## src/hdl/dcs_pkg.sv

```systemverilog
`default_nettype none
package dcs_pkg;
  // ****************************************************
  // clock and timing
  // ****************************************************
  localparam int CLK_MHZ = 100;
  localparam int STARTUP_US = 30;
  // deadline, so rounded down to whole cycles
  localparam int STARTUP_CYC = STARTUP_US * CLK_MHZ;
  localparam logic [11:0] STARTUP_LAST = 12'(STARTUP_CYC - 1);
  localparam int WD_MS = 53;
  localparam int WD_CYC_DEF = WD_MS * 1000 * CLK_MHZ;
  localparam int WD_CNT_W = 23;

  // ****************************************************
  // frame layout, counted in serial clocks after select
  // ****************************************************
  localparam logic [6:0] BIT_CODE = 7'h08;   // control code complete
  localparam logic [6:0] BIT_RADDR = 7'h10;  // register address complete
  localparam logic [6:0] BIT_PROV = 7'h18;   // provisioning clocks complete
  localparam logic [6:0] BIT_RWR = 7'h20;    // register write data complete
  localparam logic [6:0] BIT_MAX = 7'h7F;
  localparam int PD_W = 32;
  localparam int TX_W = 64;
  localparam int BCAST_POS = 0;
  localparam int ADDR_LSB = 1;
  localparam int OP_LSB = 4;

  // ****************************************************
  // reset values
  // ****************************************************
  localparam logic [PD_W-1:0] PD_OUT_RST = 32'h0000_0000;
  localparam logic SDO_RST = 1'b0;

  typedef enum logic [3:0] {
    DCS_OP_NOP = 4'h0,
    DCS_OP_PD1 = 4'h1,
    DCS_OP_PD2 = 4'h2,
    DCS_OP_PD12 = 4'h3,
    DCS_OP_REG_RD = 4'h4,
    DCS_OP_REG_WR = 4'h5,
    DCS_OP_I2C_RD = 4'h6,
    DCS_OP_I2C_WR = 4'h7,
    DCS_OP_CH_STAT = 4'h8,
    DCS_OP_IRQ_FLAG = 4'h9,
    DCS_OP_SYNC1_RISE = 4'hA,
    DCS_OP_SYNC1_FALL = 4'hB,
    DCS_OP_SYNC2_RISE = 4'hC,
    DCS_OP_SYNC2_FALL = 4'hD,
    DCS_OP_I2C_STAT = 4'hE
  } dcs_op_e;

  // gray along wait -> load -> run; quick start branches off
  typedef enum logic [1:0] {
    DCS_ST_WAIT = 2'b00,
    DCS_ST_LOAD = 2'b01,
    DCS_ST_RUN = 2'b11,
    DCS_ST_QUICK = 2'b10
  } dcs_st_e;
endpackage
`default_nettype wire

```

## src/hdl/dcs_spi.sv

```systemverilog
// How it works
// - sample serial input on clock falling edge, drive output on rising edge
// - input stream relayed to output half a serial clock later
// - first eight bits after select: opcode, chain address, broadcast bit
// - not addressed: stay idle and only relay; addressed: execute opcode
// - chain delay enable adds zero to seven clocks to output path
// - only the last device of up to eight enables the extra delay
// - extra delay count is derived from the own chain address
// - process data follows the control code on output without wait
// - register write data follows the address without padding
// - serial commands bridge to the I2C master for the EEPROM
// - sync opcodes pulse triggers chosen by edge and channel
// - short opcodes return channel status or interrupt flags directly
// - while not ready, all serial traffic is ignored
// - select low at the deadline means quick start without EEPROM load
// - quick start sets configuration and calibration CRC error bits
// - input process data latched on select falling edge
// - output process data applied on select rising edge
// - enabled watchdog resets after 53 ms without process-data transfer
// - ready stays low while configuration loads from the EEPROM
`default_nettype none
module dcs_spi
  import dcs_pkg::*;
#(
  parameter int WD_TIMEOUT_CYCLES = WD_CYC_DEF
) (
  input wire logic mclk,
  input wire logic rst,
  input wire logic external_reset_pin,
  input wire logic sclk,
  input wire logic chip_select_n,
  input wire logic sdi,
  output logic sdo,
  input wire logic [2:0] own_address,
  input wire logic chain_delay_enable,
  input wire logic watchdog_enable,
  input wire logic [PD_W-1:0] ch1_in_data,
  input wire logic [PD_W-1:0] ch2_in_data,
  output logic [PD_W-1:0] ch1_out_data,
  output logic [PD_W-1:0] ch2_out_data,
  output logic pd_apply,
  input wire logic [15:0] channel_status_register,
  input wire logic [15:0] irq_flag_register,
  output logic [7:0] reg_addr,
  output logic [15:0] reg_wr_data,
  output logic reg_wr_strobe,
  output logic reg_rd_strobe,
  input wire logic [15:0] reg_rd_data,
  output logic [7:0] i2c_mem_addr,
  output logic [7:0] i2c_wr_data,
  output logic i2c_wr_req,
  output logic i2c_rd_req,
  input wire logic i2c_busy,
  input wire logic [7:0] i2c_rd_data,
  output logic [3:0] sync_pulse,
  output logic eeprom_load_start,
  input wire logic eeprom_load_done,
  input wire logic conf_crc_bad,
  input wire logic calib_crc_bad,
  output logic ready,
  output logic conf_crc_err,
  output logic calib_crc_err,
  output logic wd_reset
);
  if (WD_TIMEOUT_CYCLES < 2 || WD_TIMEOUT_CYCLES >= 2 ** WD_CNT_W) begin : g_bad_wd
    $error("watchdog timeout does not fit its counter");
  end

  // ****************************************************
  // pin synchronisers and edge detection
  // ****************************************************
  logic sclk_s1_reg, sclk_s2_reg, sclk_s3_reg;
  logic cs_s1_reg, cs_s2_reg, cs_s3_reg;
  logic sdi_s1_reg, sdi_s2_reg;
  logic rst_pin_s1_reg, rst_pin_s2_reg;
  logic fall_evt, rise_evt, cs_fall_evt, cs_rise_evt;

  // two flops per pin; the third stage only serves edge detection
  always_ff @(posedge mclk or posedge rst) begin
    if (rst) begin
      {sclk_s1_reg, sclk_s2_reg, sclk_s3_reg} <= 3'h0;
      {cs_s1_reg, cs_s2_reg, cs_s3_reg} <= 3'h7;
      {sdi_s1_reg, sdi_s2_reg} <= 2'h0;
      {rst_pin_s1_reg, rst_pin_s2_reg} <= 2'h0;
    end else begin
      {sclk_s1_reg, sclk_s2_reg, sclk_s3_reg} <= {sclk, sclk_s1_reg, sclk_s2_reg};
      {cs_s1_reg, cs_s2_reg, cs_s3_reg} <= {chip_select_n, cs_s1_reg, cs_s2_reg};
      {sdi_s1_reg, sdi_s2_reg} <= {sdi, sdi_s1_reg};
      {rst_pin_s1_reg, rst_pin_s2_reg} <= {external_reset_pin, rst_pin_s1_reg};
    end
  end

  assign fall_evt = sclk_s3_reg & ~sclk_s2_reg & ~cs_s2_reg;
  assign rise_evt = ~sclk_s3_reg & sclk_s2_reg & ~cs_s2_reg;
  assign cs_fall_evt = cs_s3_reg & ~cs_s2_reg;
  assign cs_rise_evt = ~cs_s3_reg & cs_s2_reg;

  // ****************************************************
  // startup, quick start and watchdog
  // ****************************************************
  dcs_st_e st_reg;
  logic [11:0] su_cnt_reg;
  logic [WD_CNT_W-1:0] wd_cnt_reg;
  logic wd_hit, pd_done;

  assign wd_hit = watchdog_enable && st_reg == DCS_ST_RUN && wd_cnt_reg == WD_CNT_W'(WD_TIMEOUT_CYCLES - 1);

  // reset pin low holds startup; its release starts the 30 us window
  always_ff @(posedge mclk or posedge rst) begin
    if (rst) begin
      st_reg <= DCS_ST_WAIT;
      su_cnt_reg <= 12'h000;
      ready <= 1'b0;
      eeprom_load_start <= 1'b0;
      conf_crc_err <= 1'b0;
      calib_crc_err <= 1'b0;
    end else begin
      eeprom_load_start <= 1'b0;
      if (!rst_pin_s2_reg || wd_hit) begin
        st_reg <= DCS_ST_WAIT;
        su_cnt_reg <= 12'h000;
        ready <= 1'b0;
      end else begin
        case (st_reg)
          DCS_ST_WAIT: begin
            su_cnt_reg <= su_cnt_reg + 12'h001;
            if (su_cnt_reg == STARTUP_LAST) begin
              st_reg <= cs_s2_reg ? DCS_ST_LOAD : DCS_ST_QUICK;
              eeprom_load_start <= cs_s2_reg;
            end
          end
          DCS_ST_LOAD: begin
            if (eeprom_load_done) begin
              conf_crc_err <= conf_crc_bad;
              calib_crc_err <= calib_crc_bad;
              st_reg <= DCS_ST_RUN;
              ready <= 1'b1;
            end
          end
          DCS_ST_QUICK: begin
            conf_crc_err <= 1'b1;
            calib_crc_err <= 1'b1;
            st_reg <= DCS_ST_RUN;
            ready <= 1'b1;
          end
          DCS_ST_RUN: ready <= 1'b1;
          default: st_reg <= DCS_ST_WAIT;
        endcase
      end
    end
  end

  // watchdog restarted by each addressed process-data frame
  always_ff @(posedge mclk or posedge rst) begin
    if (rst) begin
      wd_cnt_reg <= '0;
      wd_reset <= 1'b0;
    end else begin
      wd_reset <= wd_hit;
      if (wd_hit || pd_done || !watchdog_enable || st_reg != DCS_ST_RUN) begin
        wd_cnt_reg <= '0;
      end else begin
        wd_cnt_reg <= wd_cnt_reg + 1'b1;
      end
    end
  end

  // ****************************************************
  // frame decode and receive
  // ****************************************************
  logic [6:0] bit_cnt_reg;
  logic [TX_W-1:0] rx_reg, rx_next;
  logic [7:0] code_next;
  dcs_op_e op_reg;
  logic hit_reg, code_hit;
  logic is_pd;

  assign rx_next = {rx_reg[TX_W-2:0], sdi_s2_reg};
  assign code_next = rx_next[7:0];
  assign code_hit = code_next[BCAST_POS] || code_next[OP_LSB-1:ADDR_LSB] == own_address;
  assign is_pd = op_reg == DCS_OP_PD1 || op_reg == DCS_OP_PD2 || op_reg == DCS_OP_PD12;
  assign pd_done = cs_rise_evt && ready && hit_reg && is_pd;

  // nothing is counted while not ready
  always_ff @(posedge mclk or posedge rst) begin
    if (rst) begin
      bit_cnt_reg <= 7'h00;
      rx_reg <= '0;
    end else if (!ready || cs_fall_evt) begin
      bit_cnt_reg <= 7'h00;
    end else if (fall_evt) begin
      rx_reg <= rx_next;
      if (bit_cnt_reg != BIT_MAX) begin
        bit_cnt_reg <= bit_cnt_reg + 7'h01;
      end
    end
  end

  // control code taken on the eighth falling edge
  always_ff @(posedge mclk or posedge rst) begin
    if (rst) begin
      op_reg <= DCS_OP_NOP;
      hit_reg <= 1'b0;
    end else if (!ready || cs_fall_evt) begin
      hit_reg <= 1'b0;
    end else if (fall_evt && bit_cnt_reg == BIT_CODE - 7'h01) begin
      op_reg <= dcs_op_e'(code_next[7:OP_LSB]);
      hit_reg <= code_hit;
    end
  end

  // ****************************************************
  // opcode actions
  // ****************************************************
  logic at_code, at_raddr, at_prov, at_rwr;

  assign at_code = fall_evt && bit_cnt_reg == BIT_CODE - 7'h01 && code_hit;
  assign at_raddr = fall_evt && hit_reg && bit_cnt_reg == BIT_RADDR - 7'h01;
  assign at_prov = fall_evt && hit_reg && bit_cnt_reg == BIT_PROV - 7'h01;
  assign at_rwr = fall_evt && hit_reg && bit_cnt_reg == BIT_RWR - 7'h01;

  always_ff @(posedge mclk or posedge rst) begin
    if (rst) begin
      reg_addr <= 8'h00;
      reg_wr_data <= 16'h0000;
      reg_wr_strobe <= 1'b0;
      reg_rd_strobe <= 1'b0;
    end else begin
      reg_rd_strobe <= at_raddr && op_reg == DCS_OP_REG_RD;
      reg_wr_strobe <= at_rwr && op_reg == DCS_OP_REG_WR;
      if (at_raddr) begin
        reg_addr <= rx_next[7:0];
      end
      if (at_rwr) begin
        reg_wr_data <= rx_next[15:0];
      end
    end
  end

  // bridge to the I2C master; a request while busy is dropped
  always_ff @(posedge mclk or posedge rst) begin
    if (rst) begin
      i2c_mem_addr <= 8'h00;
      i2c_wr_data <= 8'h00;
      i2c_wr_req <= 1'b0;
      i2c_rd_req <= 1'b0;
    end else begin
      i2c_rd_req <= at_raddr && op_reg == DCS_OP_I2C_RD && !i2c_busy;
      i2c_wr_req <= at_prov && op_reg == DCS_OP_I2C_WR && !i2c_busy;
      if (at_raddr) begin
        i2c_mem_addr <= rx_next[7:0];
      end
      if (at_prov) begin
        i2c_wr_data <= rx_next[7:0];
      end
    end
  end

  // one-cycle sync trigger per edge and channel
  always_ff @(posedge mclk or posedge rst) begin
    if (rst) begin
      sync_pulse <= 4'h0;
    end else begin
      sync_pulse <= 4'h0;
      if (at_code && code_next[7:OP_LSB] >= DCS_OP_SYNC1_RISE && code_next[7:OP_LSB] <= DCS_OP_SYNC2_FALL) begin
        // opcodes A..D map in order onto bits 0..3
        sync_pulse <= 4'h1 << 2'(code_next[7:OP_LSB] - 4'hA);
      end
    end
  end

  // actuator values applied at the select rising edge
  always_ff @(posedge mclk or posedge rst) begin
    if (rst) begin
      ch1_out_data <= PD_OUT_RST;
      ch2_out_data <= PD_OUT_RST;
      pd_apply <= 1'b0;
    end else begin
      pd_apply <= pd_done;
      if (pd_done) begin
        case (op_reg)
          DCS_OP_PD1: ch1_out_data <= rx_reg[PD_W-1:0];
          DCS_OP_PD2: ch2_out_data <= rx_reg[PD_W-1:0];
          default: begin
            ch1_out_data <= rx_reg[TX_W-1:PD_W];
            ch2_out_data <= rx_reg[PD_W-1:0];
          end
        endcase
      end
    end
  end

  // ****************************************************
  // transmit and relay path
  // ****************************************************
  logic [TX_W-1:0] tx_reg;
  logic tx_on_reg;
  logic [7:0] dly_reg;
  logic [2:0] tap;
  logic out_bit;

  // sensor data latched at select falling edge; loaded after code
  always_ff @(posedge mclk or posedge rst) begin
    if (rst) begin
      tx_reg <= '0;
      tx_on_reg <= 1'b0;
    end else if (ready && cs_fall_evt) begin
      tx_reg <= {ch1_in_data, ch2_in_data};
      tx_on_reg <= 1'b0;
    end else if (at_code) begin
      tx_on_reg <= 1'b1;
      case (dcs_op_e'(code_next[7:OP_LSB]))
        DCS_OP_PD1, DCS_OP_PD12: tx_on_reg <= 1'b1;
        DCS_OP_PD2: tx_reg <= {tx_reg[PD_W-1:0], PD_OUT_RST};
        DCS_OP_CH_STAT: tx_reg <= {channel_status_register, 48'h0};
        DCS_OP_IRQ_FLAG: tx_reg <= {irq_flag_register, 48'h0};
        DCS_OP_I2C_STAT: tx_reg <= {i2c_busy, 7'h00, i2c_rd_data, 48'h0};
        default: tx_on_reg <= 1'b0;
      endcase
    end else if (at_prov && op_reg == DCS_OP_REG_RD) begin
      // read data follows the filler clocks
      tx_reg <= {reg_rd_data, 48'h0};
      tx_on_reg <= 1'b1;
    end else if (fall_evt && tx_on_reg) begin
      tx_reg <= {tx_reg[TX_W-2:0], 1'b0};
    end
  end

  // unaddressed or idle frames relay the input unchanged
  assign out_bit = tx_on_reg ? tx_reg[TX_W-1] : sdi_s2_reg;
  assign tap = chain_delay_enable ? 3'h7 - own_address : 3'h0;

  // delay line advances on falls; own data shares it so the chain stays aligned
  always_ff @(posedge mclk or posedge rst) begin
    if (rst) begin
      dly_reg <= 8'h00;
    end else if (fall_evt && ready) begin
      dly_reg <= {dly_reg[6:0], out_bit};
    end
  end

  // launch on the following rising edge, half a clock later
  always_ff @(posedge mclk or posedge rst) begin
    if (rst) begin
      sdo <= SDO_RST;
    end else if (rise_evt && ready) begin
      sdo <= dly_reg[tap];
    end
  end
endmodule
`default_nettype wire

```

## config.mk

```make
export PLATFORM = sky130hd
export DESIGN_NAME = dcs_spi
export DESIGN_NICKNAME = d
export VERILOG_FILES = /design/src/hdl/dcs_pkg.sv /design/src/hdl/dcs_spi.sv
export SDC_FILE = /design/constraint.sdc
export NUM_CORES = 1
export LEC_CHECK = 0
export BUFFER_PORTS_ARGS = -buffer_cell sky130_fd_sc_hd__buf_2
export CORE_AREA = 2 2 161 163
export CTS_CLUSTER_DIAMETER = 50
export DETAILED_ROUTE_END_ITERATION = 10
export DIE_AREA = 0 0 163 165
export PLACE_DENSITY_LB_ADDON = 0.25
export REMOVE_ABC_BUFFERS = 1
export SLEW_MARGIN = 20
export SYNTH_ARGS = -nofsm -noshare
export SYNTH_HDL_FRONTEND = slang
export SYNTH_SLANG_ARGS = --single-unit
export TNS_END_PERCENT = 100
```

## constraint.sdc

```tcl
create_clock -name mclk -period 12.3 [get_ports mclk]
set_clock_uncertainty 0.05 [all_clocks]
set_input_delay 2.46 -clock mclk [delete_from_list [all_inputs] [get_ports mclk]]
set_output_delay 2.46 -clock mclk [all_outputs]
set_load 0.005 [all_outputs]
```

### Word level (Yosys, flattened, before mapping)

Index checks and enable logic that the tools add are counted.

* register bits: 307
* input port bits: 135
* output and inout bits: 119

* reduce and logical (&&, ||, !) cells: 57
* shifts and indexed selects: 1
* $add $sub $neg: 5
* bitwise logic cells: 14
* equality and inequality tests: 29
* $lt $le $gt $ge: 3
* muxes and demuxes: 38

Operator list (number)
* $mux 64: 4
* $pmux 64 s4: 1
* $pmux 32 s2: 1
* $logic_and 1x1->1: 24
* $mux 12: 2
* $add 23x1->23 const B: 1
* $eq 23x23->1 const B: 1
* $mux 23: 1
* $mux 7: 3
* $eq 4x2->1 const B: 4
* $eq 4x3->1 const B: 4
* $mux 1: 15
* $eq 7x5->1 const B: 2
* $reduce_and 2->1: 7
* $add 12x1->12 const B: 1
* $eq 12x12->1 const B: 1
* $eq 4x4->1 const B: 3
* $reduce_bool 2->1: 5
* $eq 4x1->1 const B: 2
* $logic_or 1x1->1: 8
* $mux 2: 4
* $not 1->1: 8
* $reduce_bool 4->1: 2
* $add 7x1->7 const B: 1
* other kinds (27): 42

### Depth between registers and ports, before layout

Gate-level depths: netlist of run 1.

* depth after elaboration: 9
* gate-level depth with buffers: 10
* gate-level depth less buffers: 8

### Worst setup path after synthesis of run 1

Ideal clock, no wire load.

* path kind: input -> register
* start point: input own_address[0]
* end point: register tx_reg[12]
* arrival time: 3.807 ns
* path buffers: 2
* slack: 8.321 ns
* stages on the path: 8
* cells stage by stage: xnor2_1 a31oi_1 nor4b_4 a2bb2oi_1 buf_2 buf_1 nor2_1 a21oi_2

* longest elaborated chain between the ends: 5
* elaborated cells on any way between the ends: 8

Ends and longest elaborated chain
* from (decl): RTL line dcs_spi.sv:34 `input wire logic [2:0] own_address,`
* $eq 3x3->1 (*): RTL line dcs_spi.sv:180 `assign code_hit = code_next[BCAST_POS] || code_next[OP_LSB-1:ADDR_LSB] == own_address;`
* $logic_or 1x1->1 (*): RTL line dcs_spi.sv:180
* $logic_and 1x1->1 (*): RTL line dcs_spi.sv:217 `assign at_code = fall_evt && bit_cnt_reg == BIT_CODE - 7'h01 && code_hit;`
* $ne 6x1->1 (no source line) (tied with other cells)
* $reduce_and 2->1 (no source line) or $mux 64 (tied branches)
* to (signal assigned): RTL line dcs_spi.sv:308 `tx_reg <= {ch1_in_data, ch2_in_data};`
* to (signal assigned): RTL line dcs_spi.sv:314 `DCS_OP_PD2: tx_reg <= {tx_reg[PD_W-1:0], PD_OUT_RST};`
* to (signal assigned): RTL line dcs_spi.sv:315 `DCS_OP_CH_STAT: tx_reg <= {channel_status_register, 48'h0};`
* to (decl): RTL line dcs_spi.sv:296 `logic [TX_W-1:0] tx_reg;`

Every way passes the cells marked *; elsewhere a longest branch is shown, timed or not.
A chain may end at the register's enable or synchronous reset.

### Final worst setup path of run 1

* start point: input own_address[0]
* end point: register tx_reg[50]

Same word-level chain as after synthesis.

==> results of run 1 <==
[per-layer routing]
metal	global-route usage (%)	part of all wire (%)
met1	34.6	45
met2	39.2	46
met3	5.65	6.9
met4	7.60	2.7
met5	0	0
[metrics by stage]
stage	setup slack, ns	instances	hold WS (ns)
final	7.77	1795	0.298
after global routing	7.61	1795	0.306
after CTS	7.61	1795	0.301
after detailed placement	7.10	1737	0.286
after global placement	7.10	1737	0.283
after floorplan	1.31	1142	0.281
[how the worst max path moves through the flow]
| stage | startpoint | end | slack (ns) | cells past startpoint |
|---|---|---|---|---|
| 6_report | own_address[0] | tx_reg[50] | 7.77 | 8 |
| 5_1_grt | own_address[0] | tx_reg[60] | 7.61 | 8 |
| 4_1_cts | own_address[0] | tx_reg[1] | 7.61 | 9 |
| 2_1_floorplan | rst | bit_cnt_reg[0] | 1.31 | 1 |
| 3_5_place_dp | own_address[0] | tx_reg[1] | 7.10 | 9 |
| 3_3_place_gp | own_address[0] | tx_reg[1] | 7.10 | 9 |
[area by class of cell]
class / count / area (um^2) / share of cell area, %
clock buffers: 47 / 992 / 6.06
clock inverters: 11 / 149 / 0.909
inverters: 12 / 57.6 / 0.351
multi-input cells: 823 / 5710 / 34.9
flip-flops and latches: 307 / 7690 / 46.9
well taps: 330 / 413 / 2.52
repair buffers: 265 / 1370 / 8.38
[logic make-up after synthesis]
family,share of synthesized area (%)
AO/OA/AOI/OAI,10.6
XOR/XNOR,2.54
adder cells (fa/ha/maj),0.634
buffers and inverters,3.29
flip-flops,55.7
multiplexers,15.1
AND/OR/NAND/NOR,12.1
[layout by cell type (no fill, tap or decap), types with 5 or more instances in the layout]
master,Yosys,routed
a21oi_1,26,26
a21oi_2,11,10
a221o_1,9,9
a222oi_1,7,7
a22oi_1,25,25
a2bb2oi_1,32,31
a31oi_1,34,34
and2_1,5,5
and3_1,11,11
buf_2,9,253
buf_4,9,10
clkbuf_1,57,6
clkbuf_16,0,36
clkbuf_8,0,5
clkinv_2,0,5
dfrtp_1,304,304
ha_1,7,7
inv_1,12,11
mux2_2,131,131
mux2i_1,59,59
nand2_1,141,140
nand3_1,25,25
nand4_1,9,9
nor2_1,144,144
nor3_1,5,5
nor4_1,7,7
o211ai_1,10,10
o21ai_0,43,43
xnor2_1,15,15
xor2_1,25,25
[worst reg2reg max path: cells and delay by family (launching register included)]
| family | cells | cell delay [ns] |
|---|---|---|
| AND/OR/NAND/NOR | 3 | 1.72 |
| AO/OA/AOI/OAI | 3 | 0.78 |
| flip-flops | 1 | 0.55 |
| buffers and inverters | 1 | 0.38 |
[power by group through the flow]
stage / clock (uW) / sequential [uW] / combinational [uW]
CTS: 1050 / 1120 / 212
finish: 1030 / 1120 / 210
detailed placement: 0 / 1130 / 211
global placement: 0 / 1130 / 202
floorplan: 0 / 1120 / 157
global route: 1090 / 1130 / 240
==> results.md, run 1 <==
* Chip Width at 163 um
* Critical Path Slowest Stage Cell: nor4b_4
* H-tree levels at 2
* Cell Rows at 58
* Clk network pwr share at 43.6%
* Worst VDD drop at 118 uV
* Biggest area consumer among synthesized cells: dfrtp_1
* Hold/Removal Path Class: register to register
* Final ANT Viol Nets at 0
* Reg power frac at 47.4%
* Worst Max-Slew Pin Slew at 1.10 ns
* Reg2reg start: rx_reg[3]
* CP startpoint kind: primary input
* Largest net degree at the start of global routing at 160
* Total chip power at 2360 uW
* Die area at 0.0269 mm^2
* CP peak stage delay at 1.01 ns
* Post-CTS setup buffers at 0
* Core area at 0.0250 mm^2
* Initial Utilization at 55.1%
* Area grow syn2layout at 18.6%
* Combinational share of power at 8.9%
* WS Path Type: primary input to register
* Drt drc at 0
* Diodes inserted at 0
* Fillers at 1990
* Delay-heaviest family, CP: simple AND/OR/NAND/NOR gates
* Buffers on Ports at 253
* Worst reg2reg setup slack at 8.66 ns
* CTS Hold Bufs at 0
* Vias in the first global route at 9938
* Internal power at 1800 uW
* Leak Pwr at 0.00810 uW
* Slew HR at 26.1%
* Post-DP HPWL at 22000 um
* PwrDens at 144 mW/mm^2
* Ys async rst share at 100%
* Final instance area at 0.0164 mm^2
* Synth unique cells at 59
* CTS Sinks at 307
* Post-CTS sizing at 0
* Setup TNS at 0 ns
* Final setup fails at 0
* Initial DRC Count at 844
* GPL Wtd Cong at 0.864
* Main flop type after synthesis: dfrtp_1
* Share of layout cells above drive strength 1 at 32.5%
* Hold path cells at 0
* Period Utilization, post-route at 36.9%
* Vias after detailed routing at 10198
* Reg2reg path depth at 7
* Top Ports at 254
* Post-layout util at 65.4%
* DR pass1 iterations at 5
* DP Area at 0.0152 mm^2
* WP data arrival at 4.83 ns
* Routed WL at 33200 um
* Syn_area_per_cell at 11.2 um^2
* Global route overflow at 0
* Crit. End Element: register
* Gate count of the mapped netlist at 1229
* Vias per cell at 5.68
* Hold Crit Start: sdi_s1_reg
* Initial antenna violation count at 0
* Sw power at 554 uW
* Final Hold Fails at 0
* Most used cell, CP: a31oi_1
* CP Max Fanout at 127
* Seq/Total Area, Yosys at 55.7%
* Top post-synthesis cells by area: dfrtp_1 (55%), mux2_2 (11%), mux2i_1 (4.3%), nor2_1 (3.9%), nand2_1 (3.8%)
* Crit path buf inv count at 2
* Root Buffer: clkbuf_16
* Hold Crit Endpoint: sdi_s2_reg
* Post-Syn Area at 0.0138 mm^2
* Top-count cell post-synth: dfrtp_1
* Most instantiated cells after synthesis: dfrtp_1 (304), nor2_1 (144), nand2_1 (141), mux2_2 (131), mux2i_1 (59)
* RSZ-0062 raised after global routing: false
* Outcome: complete, no violations
* Number of max-cap violations at 0
* Fin crit period at 4.53 ns
* #FFs+latches synth at 307
* Post-synth EDFFs at 0
* Nets@finish at 1586
* Yosys top cell area share at 55.1%
* Clk slew on worst S/H paths at 0.06 ns
* Fmax at 221 MHz
* First-pass GRT wire length at 52900 um
* Net Sw Frac at 23.5%
* GRT Overall Usage at 24.8%
* Clock tree buffer depth at 3
* Final Max Tran Viols at 0
* Die Ht at 165 um
* Routed len/inst at 18.5 um
* Worst reg2reg path endpoint: tx_reg[50]
* YS warnings at 0
* TritonCTS clock tree: built
* CTS Buf Count at 35
* Clk_lat worst skew at 0.51 ns
* Worst Path Required at 12.59 ns
* Worst-path cell chain: buf_2 > xnor2_1 > a31oi_1 > nor4b_4 > a2bb2oi_4 > buf_6 > nor2_1 > a31oi_1
Power figures use the tool's default switching activity.
==> run 2, diff against run 1 <==
Settings changed: ABC_AREA set to 1, CORE_AREA 2 2 161 163 to 2 2 165 167, DIE_AREA 0 0 163 165 to 0 0 167 169.
Clock period 12.3 ns to 4.7 ns, I/O delays scaled along.
==> run 2 against run 1 <==
  * Final area increased by 6.7%
  * First-iteration DRC count is 55% higher
  * Count of clock-buffer cells in the layout grew 6
  * Setup slack lost 6.2 ns
  * Worst hold slack better by 0.0014 ns
  * Global-route usage is 2.1 points higher
  * Total power up 140%
  * Largest power group is now the clock network
  * Register-to-register slack worse by 7.1 ns
  * Critical path depth rose by 5
  * Synthesized cell count is 55% higher
==> results.md, run 2 <==
* Post-synth EDFFs at 0
* Chip Width at 167 um
* Routing usage on met1 at 37.6%
* Worst-path cell chain: inv_1 > nand2_1 > nand2_1 > nand3_1 > nand2_2 > nand2_4 > nand2_1 > nor2_1 > nor2_4 > inv_2 > buf_4 > nand2_1 > nand2_1
* WS Path Type: register to register
* Cell Rows at 60
* Die Ht at 169 um
* Vias per cell at 5.32
* Most instantiated cells after synthesis: nand2_1 (627), dfrtp_1 (304), o21ai_0 (222), inv_1 (200), nor2_1 (127)
* CP peak stage delay at 0.49 ns
* Nets@finish at 2259
* Final setup fails at 0
* DR pass1 iterations at 8
* Area grow syn2layout at 17.6%
* Clk slew on worst S/H paths at 0.06 ns
* Gr busiest metal: met2
* Area of the multi-input gates at 0.00598 mm^2
* Root Buffer: clkbuf_16
* Global route overflow at 0
* Top post-synthesis cells by area: dfrtp_1 (51%), nand2_1 (16%), o21ai_0 (7.5%), inv_1 (5.1%), nand3_1 (3.9%)
* Core area at 0.0265 mm^2
* Worst Path Required at 5.11 ns
* H-tree levels at 2
* Ys async rst share at 100%
* Syn_area_per_cell at 7.79 um^2
* Diodes inserted at 0
* Top Ports at 254
* Vias after detailed routing at 13220
* RSZ-0062 raised after global routing: false
* Worst Max-Slew Pin Slew at 0.958 ns
* Post-CTS setup buffers at 0
* Final ANT Viol Nets at 0
* Slew HR at 36.1%
* Fmax at 317 MHz
* Vias in the first global route at 12496
* CTS Hold Bufs at 0
* Die area at 0.0282 mm^2
* Post-layout util at 66.0%
* First-pass GRT wire length at 62300 um
* Outcome: complete, no violations
* CTS Buf Count at 36
* Worst VDD drop at 308 uV
* Top-count cell post-synth: nand2_1
* Final Hold Fails at 0
* Fin crit period at 3.15 ns
* Initial antenna violation count at 1
* Critical Path Slowest Stage Cell: buf_4
* Buffers on Ports at 253
* Fillers at 2269
* Initial Utilization at 56.1%
* Met3 usage at 4.42%
* Synth unique cells at 39
* Most used cell, CP: nand2_1
* CP Max Fanout at 43
* CP startpoint kind: register
* Delay-heaviest family, CP: simple AND/OR/NAND/NOR gates
* Period Utilization, post-route at 67.0%
* FF/Latch Area at 0.00769 mm^2
* Final Max Tran Viols at 0
* Routed len/inst at 15.4 um
* WP data arrival at 3.56 ns
* PwrDens at 324 mW/mm^2
* Clock tree buffer depth at 3
* #FFs+latches synth at 307
* Initial DRC Count at 1305
* CTS Sinks at 307
* Largest net degree at the start of global routing at 131
* Post-Syn Area at 0.0149 mm^2
* Routed WL at 38400 um
* Biggest area consumer among synthesized cells: dfrtp_1
* Share of layout cells above drive strength 1 at 18.0%
* Commonest non-fill, non-tap cell in the layout: nand2_1
* Clk_lat worst skew at 0.52 ns
* Final WS setup at 1.55 ns
* YS warnings at 0
* Hold/Removal Path Class: register to register
* Post-CTS sizing at 0
* Number of max-cap violations at 0
* Drt drc at 0
* Gate count of the mapped netlist at 1909
* Leak Pwr at 0.00902 uW
* M2 GR Usage at 43.3%
* Place WS at 0.892 ns
* Main flop type after synthesis: dfrtp_1
* Post-DP HPWL at 26100 um
* TritonCTS clock tree: built
* GPL Wtd Cong at 0.943
* Crit path buf inv count at 3
* GRT Overall Usage at 26.9%
* Seq/Total Area, Yosys at 51.7%
* Yosys top cell area share at 51.2%
* Leading cell types in the layout, fill and taps excluded: nand2_1 (625), dfrtp_1 (304), buf_2 (253)
* Crit. End Element: register
run 2: cell count changes after synthesis, sizes merged, moves of 14 or more:
cell	previous run	this run
a22oi	25	0
a2bb2oi	32	0
a31oi	34	0
inv	12	204
mux2	131	0
mux2i	59	0
nand2	141	633
nand3	25	131
nand4	9	36
nor3	5	35
o21ai	45	224
or2	2	17
xor2	25	11
run 2: logic make-up after synthesis:
kind of cell	count (synthesis)	share of synthesized area (%)
buffers and inverters	302	8.38
AND/OR/NAND/NOR	1000	28.9
AO/OA/AOI/OAI	276	9.43
flip-flops	307	51.7
XOR/XNOR	17	1.00
adder cells (fa/ha/maj)	7	0.589
run 2: path summary, 6_finish.rpt:
| path | from | slack, ns | endpoint | depth (start not counted) |
|---|---|---|---|---|
| worst max-delay path | rx_reg[0] | 1.55 | tx_reg[33] | 13 |
| worst min-delay path | sdi_s1_reg | 0.30 | sdi_s2_reg | 0 |
| worst max register to register | rx_reg[0] | 1.55 | tx_reg[33] | 13 |
| worst min register to register | sdi_s1_reg | 0.30 | sdi_s2_reg | 0 |
| max in group asynchronous | rst | 3.01 | cs_s1_reg | 3 |
| min in group asynchronous | rst | 0.56 | ch2_out_data[28] | 2 |
run 2: routing by layer:
layer  part of all wire [%]  up-vias
li1                       -     6473
met1                     43     6214
met2                     47      453
met3                    6.6       80
met4                    3.0        0
met5                      0        -
run 2: layout make-up:
class	instances	area share, %
Inverter	206	4.50
Clock buffer	53	6.16
Multi-Input combinational cell	1300	34.2
Clock inverter	13	0.852
Sequential cell	307	44.0
Tap cell	341	2.44
Timing Repair Buffer	266	7.87
run 2: report_power, final:
group	internal (uW)	switching [uW]
logic	58.9	104
registers	2660	8.97
clock network	1710	1110
run 2: stage by stage:
step | total power, uW | instance area, um^2 | std cells | hold WS, ns | setup TNS, ns
2_1_floorplan | 2790 | 14400 | 1813 | 0.281 | -1488.88
3_3_place_gp | 2880 | 16200 | 2420 | 0.286 | 0
3_5_place_dp | 2880 | 16200 | 2420 | 0.287 | 0
4_1_cts | 5700 | 17500 | 2486 | 0.301 | 0
5_1_grt | 5830 | 17500 | 2486 | 0.307 | 0
6_report | 5660 | 17500 | 2486 | 0.299 | 0
==> run 3, diff against run 2 <==
Clock period 4.7 ns to 3.3 ns, I/O delays scaled along.
==> run 3 against run 2 <==
  * Utilization up 0.23 points
  * Worst hold slack worse by 0.11 ns
  * Sequential share of layout area down 0.15 points
  * Total power up 38%
  * Flip-flop and latch count unchanged
  * Via count down 0.24%
  * Wire length down 3.1%
  * Critical endpoint is now tx_reg[47]
  * Count of clock-buffer cells in the layout down 2
  * First-iteration DRC count down 10%
  * Global-route usage down 0.93 points
  * Final area up 0.35%
  * Critical path depth unchanged
==> results.md, run 3 (synthesis gave the netlist of run 2 again) <==
* CTS Buf Count at 36
* PwrDens at 445 mW/mm^2
* Number of max-cap violations at 0
* Routed len/inst at 14.9 um
* Slew HR at 38.6%
* TritonCTS clock tree: built
* WP data arrival at 3.00 ns
* Buffers on Ports at 253
* Fin crit period at 2.59 ns
* Final Max Tran Viols at 0
* Routed WL at 37200 um
* Clk_lat worst skew at 0.53 ns
* Fmax at 386 MHz
* Core area at 0.0265 mm^2
* Worst Max-Slew Pin Slew at 0.917 ns
* Vias in the first global route at 12091
* Hold/Removal Path Class: primary input to register
* Initial DRC Count at 1170
* Worst-path cell chain: ha_1 > nand3_2 > nor2_8 > nand2_4 > clkinv_4 > nand2_4 > nand2_1 > nor2_1 > nor2_4 > inv_2 > buf_4 > nand2_1 > nand2_1
* Vias after detailed routing at 13188
* Share of layout cells above drive strength 1 at 18.2%
* Die area at 0.0282 mm^2
* Period Utilization, post-route at 78.5%
* GPL Wtd Cong at 0.967
* CTS Hold Bufs at 0
* Inst Count DP at 2431
* Hold Slack at 0.188 ns
* Post-layout util at 66.2%
* Most used cell, CP: nand2_1
* Root Buffer: clkbuf_16
* WS Path Type: register to register
* Final instance area at 0.0175 mm^2
* Vias per cell at 5.28
* Top Ports at 254
* Drt drc at 0
* Final Hold Fails at 0
* Final ANT Viol Nets at 0
* Nets@finish at 2271
* Non-filler cells, final at 2497
* Leak Pwr at 0.00906 uW
* Chip Width at 167 um
* CP Max Fanout at 37
* Die Ht at 169 um
* Global route overflow at 0
* Leading cell types in the layout, fill and taps excluded: nand2_1 (625), dfrtp_1 (304), buf_2 (253)
* DP Area at 0.0164 mm^2
* Area grow syn2layout at 18.0%
* First-pass GRT wire length at 60100 um
* CP peak stage delay at 0.41 ns
* GRT Overall Usage at 26.0%
* CP startpoint kind: register
* Post-CTS setup buffers at 0
* DR pass1 iterations at 6
* Initial antenna violation count at 3
* H-tree levels at 2
* Worst VDD drop at 419 uV
* Cell Rows at 60
* Commonest non-fill, non-tap cell in the layout: nand2_1
* Outcome: complete, no violations
* CTS Sinks at 307
* Crit. End Element: register
* Worst Path Required at 3.71 ns
* Final setup fails at 0
* Clk slew on worst S/H paths at 0.06 ns
* Clock tree buffer depth at 3
* Setup TNS at 0 ns
* Initial Utilization at 56.1%
* Largest net degree at the start of global routing at 97
* Critical Path Slowest Stage Cell: dfrtp_1
* Post-DP HPWL at 25800 um
* Post-CTS sizing at 0
* RSZ-0062 raised after global routing: false
-- run 3: layer usage --
metal	GRT usage [%]	share of wire [%]
met5	0	0
met4	10.3	3.3
met3	4.68	6.3
met2	41.4	47
met1	35.6	43
-- run 3: stage by stage --
step	worst slack (ns)	total power (uW)
6_report	0.708	7800
5_1_grt	0.482	8060
4_1_cts	0.705	7870
3_5_place_dp	0.709	4120
3_3_place_gp	0.740	4110
2_1_floorplan	-5.89	3970
-- run 3: layout make-up --
type                       instances  area [um^2]
inverter                         206          786
tap                              341          427
clock buffer                      51         1030
timing repair buffer             278         1540
fill                            2271         8960
sequential                       307         7690
multi-input combinational       1300         5970
clock inverter                    11          104
antenna                            3         7.51
-- run 3: power by group --
group	switching [uW]	internal, uW	total [uW]
logic	158	90.0	248
registers	12.8	3790	3800
clock network	1560	2190	3760
-- run 3: worst paths after layout --
path / slack, ns / end / startpoint / cells after the start
worst max-delay path: 0.71 / tx_reg[47] / bit_cnt_reg[0] / 13
worst min-delay path: 0.19 / sdi_s1_reg / sdi / 1
worst max register to register: 0.71 / tx_reg[47] / bit_cnt_reg[0] / 13
worst min register to register: 0.30 / sdi_s2_reg / sdi_s1_reg / 0
max in group asynchronous: 2.13 / cs_s2_reg / rst / 3
min in group asynchronous: 0.23 / rx_reg[59] / rst / 2
-- run 3: critical path: cells and delay by family, from the launching register on --
kind          cells  cell delay (ns)
fa+ha+maj         1             0.25
flops             1             0.41
buf+inv           3             0.55
simple gates      9             1.25
